--- src/error_bank_cfg.svh ---
// Constants for the machine-check error-reporting bank.
// Assumes inclusion by the bank module only.
`ifndef ERROR_BANK_CFG_SVH
`define ERROR_BANK_CFG_SVH

// ---------------------------------------------------------------
// Record field positions
// ---------------------------------------------------------------
`define REC_ARCH_CODE_LSB   0
`define REC_IMPL_CODE_LSB   16
`define REC_OTHER_LSB       32
`define REC_FW_EDITED       37
`define REC_COUNT_LSB       38
`define REC_COUNT_MSB       52
`define REC_COLOR_LSB       53
`define REC_COLOR_MSB       54
`define REC_ACTION_REQ      55
`define REC_SIGNALLING      56
`define REC_CTX_CORRUPT     57
`define REC_ADDR_VALID      58
`define REC_MISC_VALID      59
`define REC_ENABLED         60
`define REC_UNCORRECTED     61
`define REC_OVERFLOW        62
`define REC_VALID           63

// ---------------------------------------------------------------
// Capability bit positions
// ---------------------------------------------------------------
`define CAP_COUNT_BIT       10
`define CAP_THRESH_BIT      11
`define CAP_RECOVERY_BIT    24
`define CAP_FWFIRST_BIT     25

// ---------------------------------------------------------------
// Reset values
// ---------------------------------------------------------------
`define MASK_RESET          64'h0000_0000_0000_0000
`define RECORD_RESET        64'h0000_0000_0000_0000

`endif

--- src/error_bank_pkg.sv ---
// Types shared by the error-reporting bank.
// Assumes nothing beyond the constants header.
package error_bank_pkg;

    // -----------------------------------------------------------
    // Threshold colour codes
    // -----------------------------------------------------------
    typedef enum logic [1:0]
    {
        COLOR_UNTRACKED = 2'h0,
        COLOR_GREEN     = 2'h1,
        COLOR_YELLOW    = 2'h2,
        COLOR_RESERVED  = 2'h3
    } color_t;

    // -----------------------------------------------------------
    // One error event from a hardware unit
    // -----------------------------------------------------------
    typedef struct packed
    {
        logic [5:0]  errorIndex;
        logic [15:0] archCode;
        logic [15:0] implCode;
        logic [5:0]  otherInfo;
        logic        fwEdited;
        logic        uncorrected;
        logic        monitored;
        color_t      color;
        logic        contextCorrupt;
        logic        actionRequired;
        logic        signalling;
        logic        addrValid;
        logic        miscValid;
    } error_event_t;

    // -----------------------------------------------------------
    // Register access request
    // -----------------------------------------------------------
    typedef enum logic [1:0]
    {
        REG_MASK   = 2'h1,
        REG_RECORD = 2'h2
    } reg_sel_t;

    typedef struct packed
    {
        logic        valid;
        logic        write;
        reg_sel_t    select;
        logic [63:0] data;
    } reg_req_t;

endpackage

--- src/error_reporting_bank.sv ---
// One machine-check error-reporting bank: signal-enable mask and error record.
// Assumes events arrive from core-clock logic and register accesses from the
// core's register-access sequencer on the same clock.
//
// How it works
// - Mask holds 64 enable flags; set flag lets its error raise exception.
// - Errors are logged whatever the enable flag says.
// - Writes to unimplemented mask bits are dropped.
// - Record cleared by writing zero; writing any one raises protection fault.
// - Low sixteen bits architectural code, next sixteen implementation code.
// - Firmware-first capability moves other info to 36:32, bit 37 edited.
// - Count capability makes 52:38 a corrected-error counter.
// - Counter top bit is a sticky overflow indicator.
// - With threshold and recovery capabilities bit 56 signalling, bit 55 action required.
// - Corrected errors post threshold colour in bits 54:53.
// - Bit 57 shows processor context may be corrupt.
// - Bit 58 set only when the address register holds the address.
// - Bit 59 set only when the extra-info register holds data.
// - Bit 60 shows the enable flag was set at detection.
// - Bit 61 shows the error was not corrected.
// - Bit 62 set when an error meets a valid record, except on a count-only update; software clears.
// - Enabled beats disabled, uncorrected beats corrected, enabled uncorrected never replaced.
// - With counting, corrected errors that do not replace a valid record only count.
// - Bit 63 set on posting; software clears it.
// - Enabled rank: uncorrected, yellow, then green or untracked.
// - Overwrite takes all second-event data; retention keeps all first.
// - Unmonitored structures post the untracked colour.
`timescale 1ns/1ps
`include "error_bank_cfg.svh"

module error_reporting_bank
    import error_bank_pkg::*;
#(
    parameter logic [63:0] IMPL_MASK = 64'hffff_ffff_ffff_ffff,
    parameter logic [63:0] CAPABILITY = 64'h0000_0000_0300_0c00
)
(
    input  wire logic         mclk,
    input  wire logic         reset_n,
    input  wire logic         eventValid,
    input  wire error_event_t eventData,
    input  wire reg_req_t     regReq,
    output logic [63:0]       regReadData,
    output logic              regFault,
    output logic              machineCheckRequest,
    output logic [63:0]       bank_signal_enable_mask,
    output logic [63:0]       bank_error_record
);

    initial
    begin
        if (IMPL_MASK == 64'h0)
            $error("IMPL_MASK must provide at least one enable flag");
    end

    // ---------------------------------------------------------------
    // Capability decode
    // ---------------------------------------------------------------
    logic capCount;
    logic capThresh;
    logic capRecovery;
    logic capFwFirst;

    assign capCount    = CAPABILITY[`CAP_COUNT_BIT];
    assign capThresh   = CAPABILITY[`CAP_THRESH_BIT];
    assign capRecovery = CAPABILITY[`CAP_RECOVERY_BIT];
    assign capFwFirst  = CAPABILITY[`CAP_FWFIRST_BIT];

    // Rank of an enabled event: 2 uncorrected, 1 yellow, 0 green or untracked.
    function automatic logic [1:0] rank(input logic uc, input logic [1:0] col);
        if (uc)
            rank = 2'h2;
        else if (col == COLOR_YELLOW)
            rank = 2'h1;
        else
            rank = 2'h0;
    endfunction

    // ---------------------------------------------------------------
    // Event decode
    // ---------------------------------------------------------------
    logic        evEnabled;
    logic [1:0]  evColor;
    logic        recValid;
    logic        recEnabled;
    logic        recUncorr;
    logic        writeMask;
    logic        writeRecord;
    logic        recordClear;
    logic        overwrite;
    logic        countOnly;
    logic [63:0] newRecord;
    logic [14:0] count;
    logic [14:0] next_count;

    assign evEnabled   = bank_signal_enable_mask[eventData.errorIndex];
    // A zero write in the same cycle as an event makes the event a fresh posting.
    assign recValid    = bank_error_record[`REC_VALID] && !recordClear;
    assign recEnabled  = bank_error_record[`REC_ENABLED];
    assign recUncorr   = bank_error_record[`REC_UNCORRECTED];
    assign writeMask   = regReq.valid && regReq.write && regReq.select == REG_MASK;
    assign writeRecord = regReq.valid && regReq.write && regReq.select == REG_RECORD;
    assign recordClear = writeRecord && regReq.data == 64'h0;
    assign count       = bank_error_record[`REC_COUNT_MSB:`REC_COUNT_LSB];

    always_comb
    begin
        // Untracked unless a monitored structure reports a corrected error.
        evColor = COLOR_UNTRACKED;
        if (!eventData.uncorrected && eventData.monitored && capThresh)
            evColor = eventData.color;
    end

    always_comb
    begin
        overwrite = 1'b0;
        if (!recValid)
            overwrite = 1'b1;
        else if (evEnabled != recEnabled)
            overwrite = evEnabled;
        else if (recUncorr)
            overwrite = 1'b0;
        else if (eventData.uncorrected)
            overwrite = 1'b1;
        else if (evEnabled)
            overwrite = rank(1'b0, evColor) > rank(1'b0, bank_error_record[`REC_COLOR_MSB:`REC_COLOR_LSB]);
    end

    // Corrected event that does not overwrite a valid record, with counting present, only counts.
    assign countOnly = recValid && !eventData.uncorrected && capCount && !overwrite;

    always_comb
    begin
        next_count = count;
        if (!eventData.uncorrected && capCount)
        begin
            if (!recValid)
                next_count = 15'h1;
            else if (count[14])
                next_count = {1'b1, 14'(count[13:0] + 14'h1)};
            else
                next_count = 15'(count + 15'h1);
        end
    end

    always_comb
    begin
        newRecord = 64'h0;
        newRecord[15:`REC_ARCH_CODE_LSB]   = eventData.archCode;
        newRecord[31:`REC_IMPL_CODE_LSB]   = eventData.implCode;
        newRecord[37:`REC_OTHER_LSB]       = eventData.otherInfo;
        if (capFwFirst)
            newRecord[`REC_FW_EDITED] = eventData.fwEdited;
        if (capCount)
            newRecord[`REC_COUNT_MSB:`REC_COUNT_LSB] = next_count;
        if (capThresh)
        begin
            newRecord[`REC_COLOR_MSB:`REC_COLOR_LSB] = evColor;
            if (capRecovery)
            begin
                newRecord[`REC_SIGNALLING]  = eventData.signalling;
                newRecord[`REC_ACTION_REQ]  = eventData.actionRequired;
            end
        end
        newRecord[`REC_CTX_CORRUPT] = eventData.contextCorrupt;
        newRecord[`REC_ADDR_VALID]  = eventData.addrValid;
        newRecord[`REC_MISC_VALID]  = eventData.miscValid;
        newRecord[`REC_ENABLED]     = evEnabled;
        newRecord[`REC_UNCORRECTED] = eventData.uncorrected;
        newRecord[`REC_OVERFLOW]    = recValid;
        newRecord[`REC_VALID]       = 1'b1;
    end

    // ---------------------------------------------------------------
    // Signal-enable mask
    // ---------------------------------------------------------------
    always_ff @(posedge mclk or negedge reset_n)
    begin
        if (!reset_n)
            bank_signal_enable_mask <= `MASK_RESET;
        else if (writeMask)
            bank_signal_enable_mask <= (regReq.data & IMPL_MASK) | (bank_signal_enable_mask & ~IMPL_MASK);
    end

    // ---------------------------------------------------------------
    // Error record; events win over a clear in the same cycle
    // ---------------------------------------------------------------
    always_ff @(posedge mclk or negedge reset_n)
    begin
        if (!reset_n)
            bank_error_record <= `RECORD_RESET;
        else if (eventValid)
        begin
            // Logging ignores the enable flag.
            if (recordClear)
                bank_error_record <= {1'b1, 1'b0, newRecord[61:0]};
            else if (overwrite)
                bank_error_record <= newRecord;
            else
            begin
                // Retained record keeps first data; only count and overflow move.
                if (countOnly)
                    bank_error_record[`REC_COUNT_MSB:`REC_COUNT_LSB] <= next_count;
                else
                    bank_error_record[`REC_OVERFLOW] <= 1'b1;
            end
        end
        else if (recordClear)
            bank_error_record <= 64'h0;
    end

    // ---------------------------------------------------------------
    // Register read, fault and exception request
    // ---------------------------------------------------------------
    always_ff @(posedge mclk or negedge reset_n)
    begin
        if (!reset_n)
        begin
            regReadData <= 64'h0;
            regFault    <= 1'b0;
        end
        else
        begin
            regFault <= writeRecord && !recordClear;
            if (regReq.valid && !regReq.write)
                regReadData <= (regReq.select == REG_MASK) ? bank_signal_enable_mask : bank_error_record;
        end
    end

    always_ff @(posedge mclk or negedge reset_n)
    begin
        if (!reset_n)
            machineCheckRequest <= 1'b0;
        else
            machineCheckRequest <= eventValid && evEnabled && eventData.uncorrected;
    end
endmodule

--- config.mk ---
export PLATFORM = sky130hd
export DESIGN_NAME = error_reporting_bank
export DESIGN_NICKNAME = d
export VERILOG_FILES = /design/src/error_bank_pkg.sv /design/src/error_reporting_bank.sv
export VERILOG_INCLUDE_DIRS = /design/src /design/src/src
export SDC_FILE = /design/constraint.sdc
export NUM_CORES = 1
export LEC_CHECK = 0
export ABC_AREA = 1
export CAP_MARGIN = 30
export CORE_UTILIZATION = 55
export DETAILED_ROUTE_END_ITERATION = 12
export DONT_BUFFER_PORTS = 1
export GPL_TIMING_DRIVEN = 0
export PLACE_DENSITY = 0.71
export RECOVER_POWER = 100
export SLEW_MARGIN = 25
export SYNTH_ARGS = -nofsm -noshare
export SYNTH_HDL_FRONTEND = slang
export SYNTH_SLANG_ARGS = --single-unit
--- constraint.sdc ---
create_clock -name mclk -period 2.3 [get_ports mclk]
set_input_delay 0.115 -clock mclk [delete_from_list [all_inputs] [get_ports mclk]]
set_output_delay 0.115 -clock mclk [all_outputs]
set_load 0.005 [all_outputs]
=== Word-level counts from Yosys, hierarchy flattened ===
Index checks and enable logic that the tools add are counted.

* Flip-flop bits (word level): 194
* Word-level logic and storage cells: 74

* Multiplexer cells: 34
* Eq/ne operators: 6
* Reduce and logical (&&, ||, !) cells: 23
* $add $sub $neg: 2
* Magnitude comparators: 2

{| class="wikitable"
|+ Operator list
! cell !! count
|-
| $mux 64 || 4
|-
| $mux 15 || 5
|-
| $logic_not 64->1 || 1
|-
| $mux 38 || 1
|-
| $mux 2 || 11
|-
| $add 15x1->15 const B || 1
|-
| $add 14x1->14 const B || 1
|-
| $logic_and 1x1->1 || 12
|-
| $mux 1 || 11
|-
| $mux 9 || 1
|-
| $lt 6x7->1 const B || 1
|-
| $bmux 1 s6 || 1
|-
| $eq 2x2->1 const B || 3
|-
| $reduce_and 2->1 || 3
|-
| $logic_not 1->1 || 4
|-
| $reduce_bool 2->1 || 2
|-
| $ne 3x3->1 const B || 1
|-
| $reduce_bool 3->1 || 1
|-
| $eq 2x1->1 const B || 1
|-
| $gt 2x2->1 || 1
|-
| $ne 1x1->1 || 1
|}

=== Logic depth before layout (Yosys ltp) ===
* Depth after elaboration: 22
* Depth in mapped cells: 20
* Depth with buffers taken out: 16

=== Worst setup path after synthesis ===
No wires, ideal clock.

* Path type: input to register
* Start: input eventData[48] (netlist bit)
* End: register bank_error_record[14]
* Data arrival time: 1.649 ns
* Stages on the path: 20
* Required time: 2.183 ns
* Setup slack: 0.534 ns
* Path through: buf_4 -> inv_4 -> buf_4 -> nand2_1 -> nand3_1 -> nand3_1 -> nand2_1 -> nand2_1 -> nand3_1 -> nand3_2 -> nand2_2 -> nand2_1 -> nand2_1 -> nand2_2 -> nand2_4 -> nand2_2 -> buf_6 -> buf_6 -> nand2_1 -> nand2_1

* Cells in the longest elaborated chain, start to end: 9

{| class="wikitable"
|+ Ends and longest elaborated chain
! what !! line !! text
|-
| start, declared || error_reporting_bank.sv:41 || <nowiki>input wire error_event_t eventData,</nowiki>
|-
| $bmux 1 s6 (*) || error_reporting_bank.sv:96 || <nowiki>assign evEnabled = bank_signal_enable_mask[eventData.errorIndex];</nowiki>
|-
| $mux 1 (implied by the code) (*) || error_reporting_bank.sv:96 ||
|-
| $mux 1 || error_reporting_bank.sv:125 || <nowiki>else if (evEnabled)</nowiki>
|-
| $mux 1 || error_reporting_bank.sv:123 || <nowiki>else if (eventData.uncorrected)</nowiki>
|-
| $mux 1 || error_reporting_bank.sv:121 || <nowiki>else if (recUncorr)</nowiki>
|-
| $mux 1 (*) || error_reporting_bank.sv:119 || <nowiki>else if (evEnabled != recEnabled)</nowiki>
|-
| $mux 1 (*) || error_reporting_bank.sv:117 || <nowiki>if (!recValid)</nowiki>
|-
| $reduce_bool 2->1 (no line) (*) || -- ||
|-
| $reduce_and 2->1 (no line) (*) || -- ||
|-
| end signal, assigned || error_reporting_bank.sv:191 || <nowiki>bank_error_record <= `RECORD_RESET;</nowiki>
|-
| end signal, assigned || error_reporting_bank.sv:196 || <nowiki>bank_error_record <= {1'b1, 1'b0, newRecord[61:0]};</nowiki>
|-
| end signal, assigned || error_reporting_bank.sv:198 || <nowiki>bank_error_record <= newRecord;</nowiki>
|-
| end, declared || error_reporting_bank.sv:47 || <nowiki>output logic [63:0] bank_error_record</nowiki>
|}

Every way passes the cells marked *; elsewhere a longest branch is shown, timed or not. The select of a mux whose other input is x is not followed.
A chain may end at the register's enable or synchronous reset.

=== Worst setup path after layout ===
* Start: register bank_signal_enable_mask[23]
* End: register bank_error_record[18]

* Cells in the longest elaborated chain, start to end: 9

{| class="wikitable"
|+ Ends and longest elaborated chain
! what !! line !! text
|-
| start, declared || error_reporting_bank.sv:46 || <nowiki>output logic [63:0] bank_signal_enable_mask,</nowiki>
|-
| start signal, assigned || error_reporting_bank.sv:180 || <nowiki>bank_signal_enable_mask <= `MASK_RESET;</nowiki>
|-
| start signal, assigned || error_reporting_bank.sv:182 || <nowiki>bank_signal_enable_mask <= (regReq.data & IMPL_MASK) | (bank_signal_enable_mask & ~IMPL_MASK);</nowiki>
|-
| $bmux 1 s6 (*) || error_reporting_bank.sv:96 ||
|-
| $mux 1 (implied by the code) (*) || error_reporting_bank.sv:96 ||
|-
| $mux 1 || error_reporting_bank.sv:125 ||
|-
| $mux 1 || error_reporting_bank.sv:123 ||
|-
| $mux 1 || error_reporting_bank.sv:121 ||
|-
| $mux 1 (*) || error_reporting_bank.sv:119 ||
|-
| $mux 1 (*) || error_reporting_bank.sv:117 ||
|-
| $reduce_bool 2->1 (no line) (*) || -- ||
|-
| $reduce_and 2->1 (no line) (*) || -- ||
|}

Marked as above.

==> impl_metrics.py <==
metrics = {
    "outcome": {
        "status": "finished, violations left",
        "violations": "hold timing",
    },
    "timing": {
        "fin_skew_ns": 0.008358,
        "fin_crit_sh_pct": 95.88,
        "fmax_ghz": 0.4535,
        "timing.slew.headroom_pct": 36.48,
        "setup_viol": 0,
        "fin_ws_ns": 0.09478,
        "min_period_ns": 2.205,
        "worst_slew_pin_slew_ns": 0.9529,
        "hold_ws_ns": -0.6315,
        "hold_viol": 194,
        "final-max-slew-violation-count": 0,
    },
    "synth": {
        "syn_area_per_cell_sq_um": 8.367,
        "synth.distinct_cells": 30,
        "synth_nets": 1206,
        "seq_area_frac_synth_pct": 53.72,
        "ys_warn_count": 0,
        "syn_area_sq_um": 9036,
        "synthesis.instances": 1080,
        "yosys_register_bits": 194,
    },
    "clock_tree": {
        "cts_root_buf": "clkbuf_16",
        "cts_sinks": 194,
        "hold_buffers": 117,
        "cts_tree": "done",
        "clk_pin_slew_worst_paths_ns": 0.07,
        "htreeDepth": 4,
        "insertion_delay_ns": 0.43,
        "cts_buffer_depth": 2,
        "numCtsBuffers": 17,
    },
    "finish": {
        "diodes": 0,
        "multi_input_area_sq_um": 3690,
        "regArea_sq_um": 4877,
        "num-fill-cells": 1268,
        "fin_util_pct": 70.15,
        "area_growth_pct": 23.77,
        "drive_above_1_share_pct": 9.992,
        "layout.nets": 1347,
        "stdcell_count": 1447,
    },
    "die": {
        "rows": 46,
        "start_util_pct": 56.68,
        "core_area_sq_um": 15940,
        "fp.dieArea_sq_um": 16950,
        "io_pins": 319,
        "die_h_um": 130.2,
        "die_x_um": 130.2,
    },
    "detailed_routing": {
        "drtIter0Drc": 620,
        "wire_per_inst_um": 21.47,
        "num_vias": 8720,
        "route.detailed.drc": 0,
        "wl_um": 31070,
        "ant_nets": 0,
        "drtPass1Iterations": 8,
        "via_per_inst": 6.026,
    },
    "run": {
        "cap_violations": 0,
    },
    "global_route": {
        "grt_overflow": 0,
        "antenna_found_initial": 0,
        "first_global_vias": 8377,
        "track_usage_pct": 36.72,
        "grt_pass1_wl_um": 46130,
        "grt_max_degree": 195,
    },
    "placed_design": {
        "port_buffers": 0,
        "gp_congestion": 0.9200,
        "place.detailed.hpwl_um": 20910,
        "dp.cells": 1296,
        "dp_slack_ns": -0.1996,
    },
    "critical_path": {
        "crit_type": "reg2reg",
        "crit_arrival_ns": 2.58,
        "cp-end-kind": "flip-flop",
        "cp-start-kind": "flip-flop",
        "critPathRequiredTime_ns": 2.67,
        "path_max_fanout": 10,
    },
    "power_and_ir_drop": {
        "total_power_mw": 10.70,
        "pwr_density_cell_nw_per_um2": 956.2,
        "vdd.ir_drop.worst_v": 0.0005504,
        "power_leakage_nw": 5.078,
    },
    "worst_hold_path": {
        "hp-class": "in2async",
    },
}
-- through the flow --
| step | setup TNS (ns) | hold slack (ns) | cell area, sq um |
|---|---|---|---|
| after floorplan | 0 | -0.1806 | 9036 |
| after global placement | -3.575 | -0.1755 | 9306 |
| after detailed placement | -5.130 | -0.1767 | 9306 |
| after CTS | 0 | -0.6369 | 11110 |
| after global routing | -0.003275 | -0.6412 | 11180 |
| final | 0 | -0.6315 | 11180 |
-- cells by family (layout without fill, tap and decap cells) --
group	count (synthesis)	in the layout	synth area share, %
AOI/OAI and AO/OA	121	121	7.962
xor gates and xnor gates	6	6	0.5816
adders and majority gates	1	1	0.1384
buffers and inverters	128	279	6.065
DFF	194	194	53.72
muxes	33	33	4.112
and+or+nand+nor	597	597	27.42
-- flip-flops by register name, indices dropped and copies added, names as in the netlist --
signal	cells
regFault	1
bank_error_record	64
bank_signal_enable_mask	64
machineCheckRequest	1
regReadData	64
-- what timing repair did --
item                                    in CTS  in global routing
endpoints found under the hold margin      314                194
buffers inserted                             3                  2
endpoints found under the setup margin      20                 54
resized for setup                           10                 44
pin swaps                                    1                  2
-- layout by cell type (no fill, tap or decap), types with 10 or more instances in the layout --
cell type / count
nor4_1: 11
nor3_1: 10
dfrtp_2: 18
clkbuf_1: 41
nand3_1: 115
nor2_1: 76
nand2_1: 366
a31oi_1: 64
buf_4: 12
clkbuf_16: 17
inv_1: 57
mux2_2: 33
o21ai_0: 42
dfrtp_1: 176
dlygate4sd3_1: 117
-- report_power, final --
group	switching (mW)	internal, mW	total, mW
combinational	1.24	0.952	2.19
sequential	1.20	4.35	5.55
clock	1.33	1.63	2.95
-- synth_stat cells --
master	number	area (sq um)
a211oi_1	1	7.510
a21boi_0	1	7.510
a21oi_1	4	20.02
a21oi_2	1	8.760
a31oi_1	64	400.4
buf_1	7	26.28
buf_2	10	50.05
buf_4	6	45.04
buf_6	4	45.04
clkbuf_1	39	146.4
clkinv_1	1	3.750
dfrtp_1	194	4855
ha_1	1	12.51
inv_1	58	217.7
inv_2	2	7.510
inv_4	1	6.260
mux2_2	33	371.6
nand2_1	367	1378
nand2_2	3	18.77
nand2_4	1	11.26
nand3_1	117	585.6
nand3_2	2	20.02
nand4_1	9	56.30
nor2_1	77	289.0
nor3_1	10	50.05
nor4_1	11	68.82
o211ai_1	1	7.510
o21ai_0	43	215.2
o41ai_1	6	52.55
xor2_1	6	52.55
-- worst max-delay path: stages (launching register included) --
cell      delay [ns]
dfrtp_1         0.47
nand2_1         0.08
nand3_1         0.10
nand3_1         0.09
nand2_1         0.08
nand2_1         0.05
nand3_1         0.11
nand3_4         0.13
nand2_4         0.11
nand2_1         0.05
nand2_1         0.07
nand2_2         0.10
nand2_8         0.10
buf_4           0.18
clkbuf_4        0.22
nand3_1         0.10
nand2_1         0.11
-- area by class of cell --
cell class / instances / share of cell area, %
clock inverters: 7 / 0.6824
repair buffers: 122 / 10.81
multi-input cells: 758 / 32.99
plain buffers: 66 / 2.976
clock buffers: 22 / 4.419
inverters: 62 / 2.103
flip-flops and latches: 194 / 43.61
well taps: 216 / 2.416
-- worst paths after layout --
check | startpoint | endpoint | slack, ns | cells past startpoint
hold / removal | reset_n | bank_error_record[17] | -0.63 | 0
setup / recovery | bank_signal_enable_mask[23] | bank_error_record[18] | 0.09 | 16
min in group mclk | regReq[24] | regFault | 0.06 | 4
hold reg to reg | bank_error_record[29] | bank_error_record[29] | 0.53 | 2
max in group asynchronous | reset_n | bank_signal_enable_mask[43] | 2.50 | 0
setup reg to reg | bank_signal_enable_mask[23] | bank_error_record[18] | 0.09 | 16
-- per-layer routing --
layer	vias up	track usage [%]	part of all wire [%]
met1	4245	45.05	38
met2	527	59.32	48
met4	0	16.69	3.7
met5	-	0	0
li1	3848	-	-
met3	100	11.60	11
No activity file was read; power rests on OpenSTA's default activity.
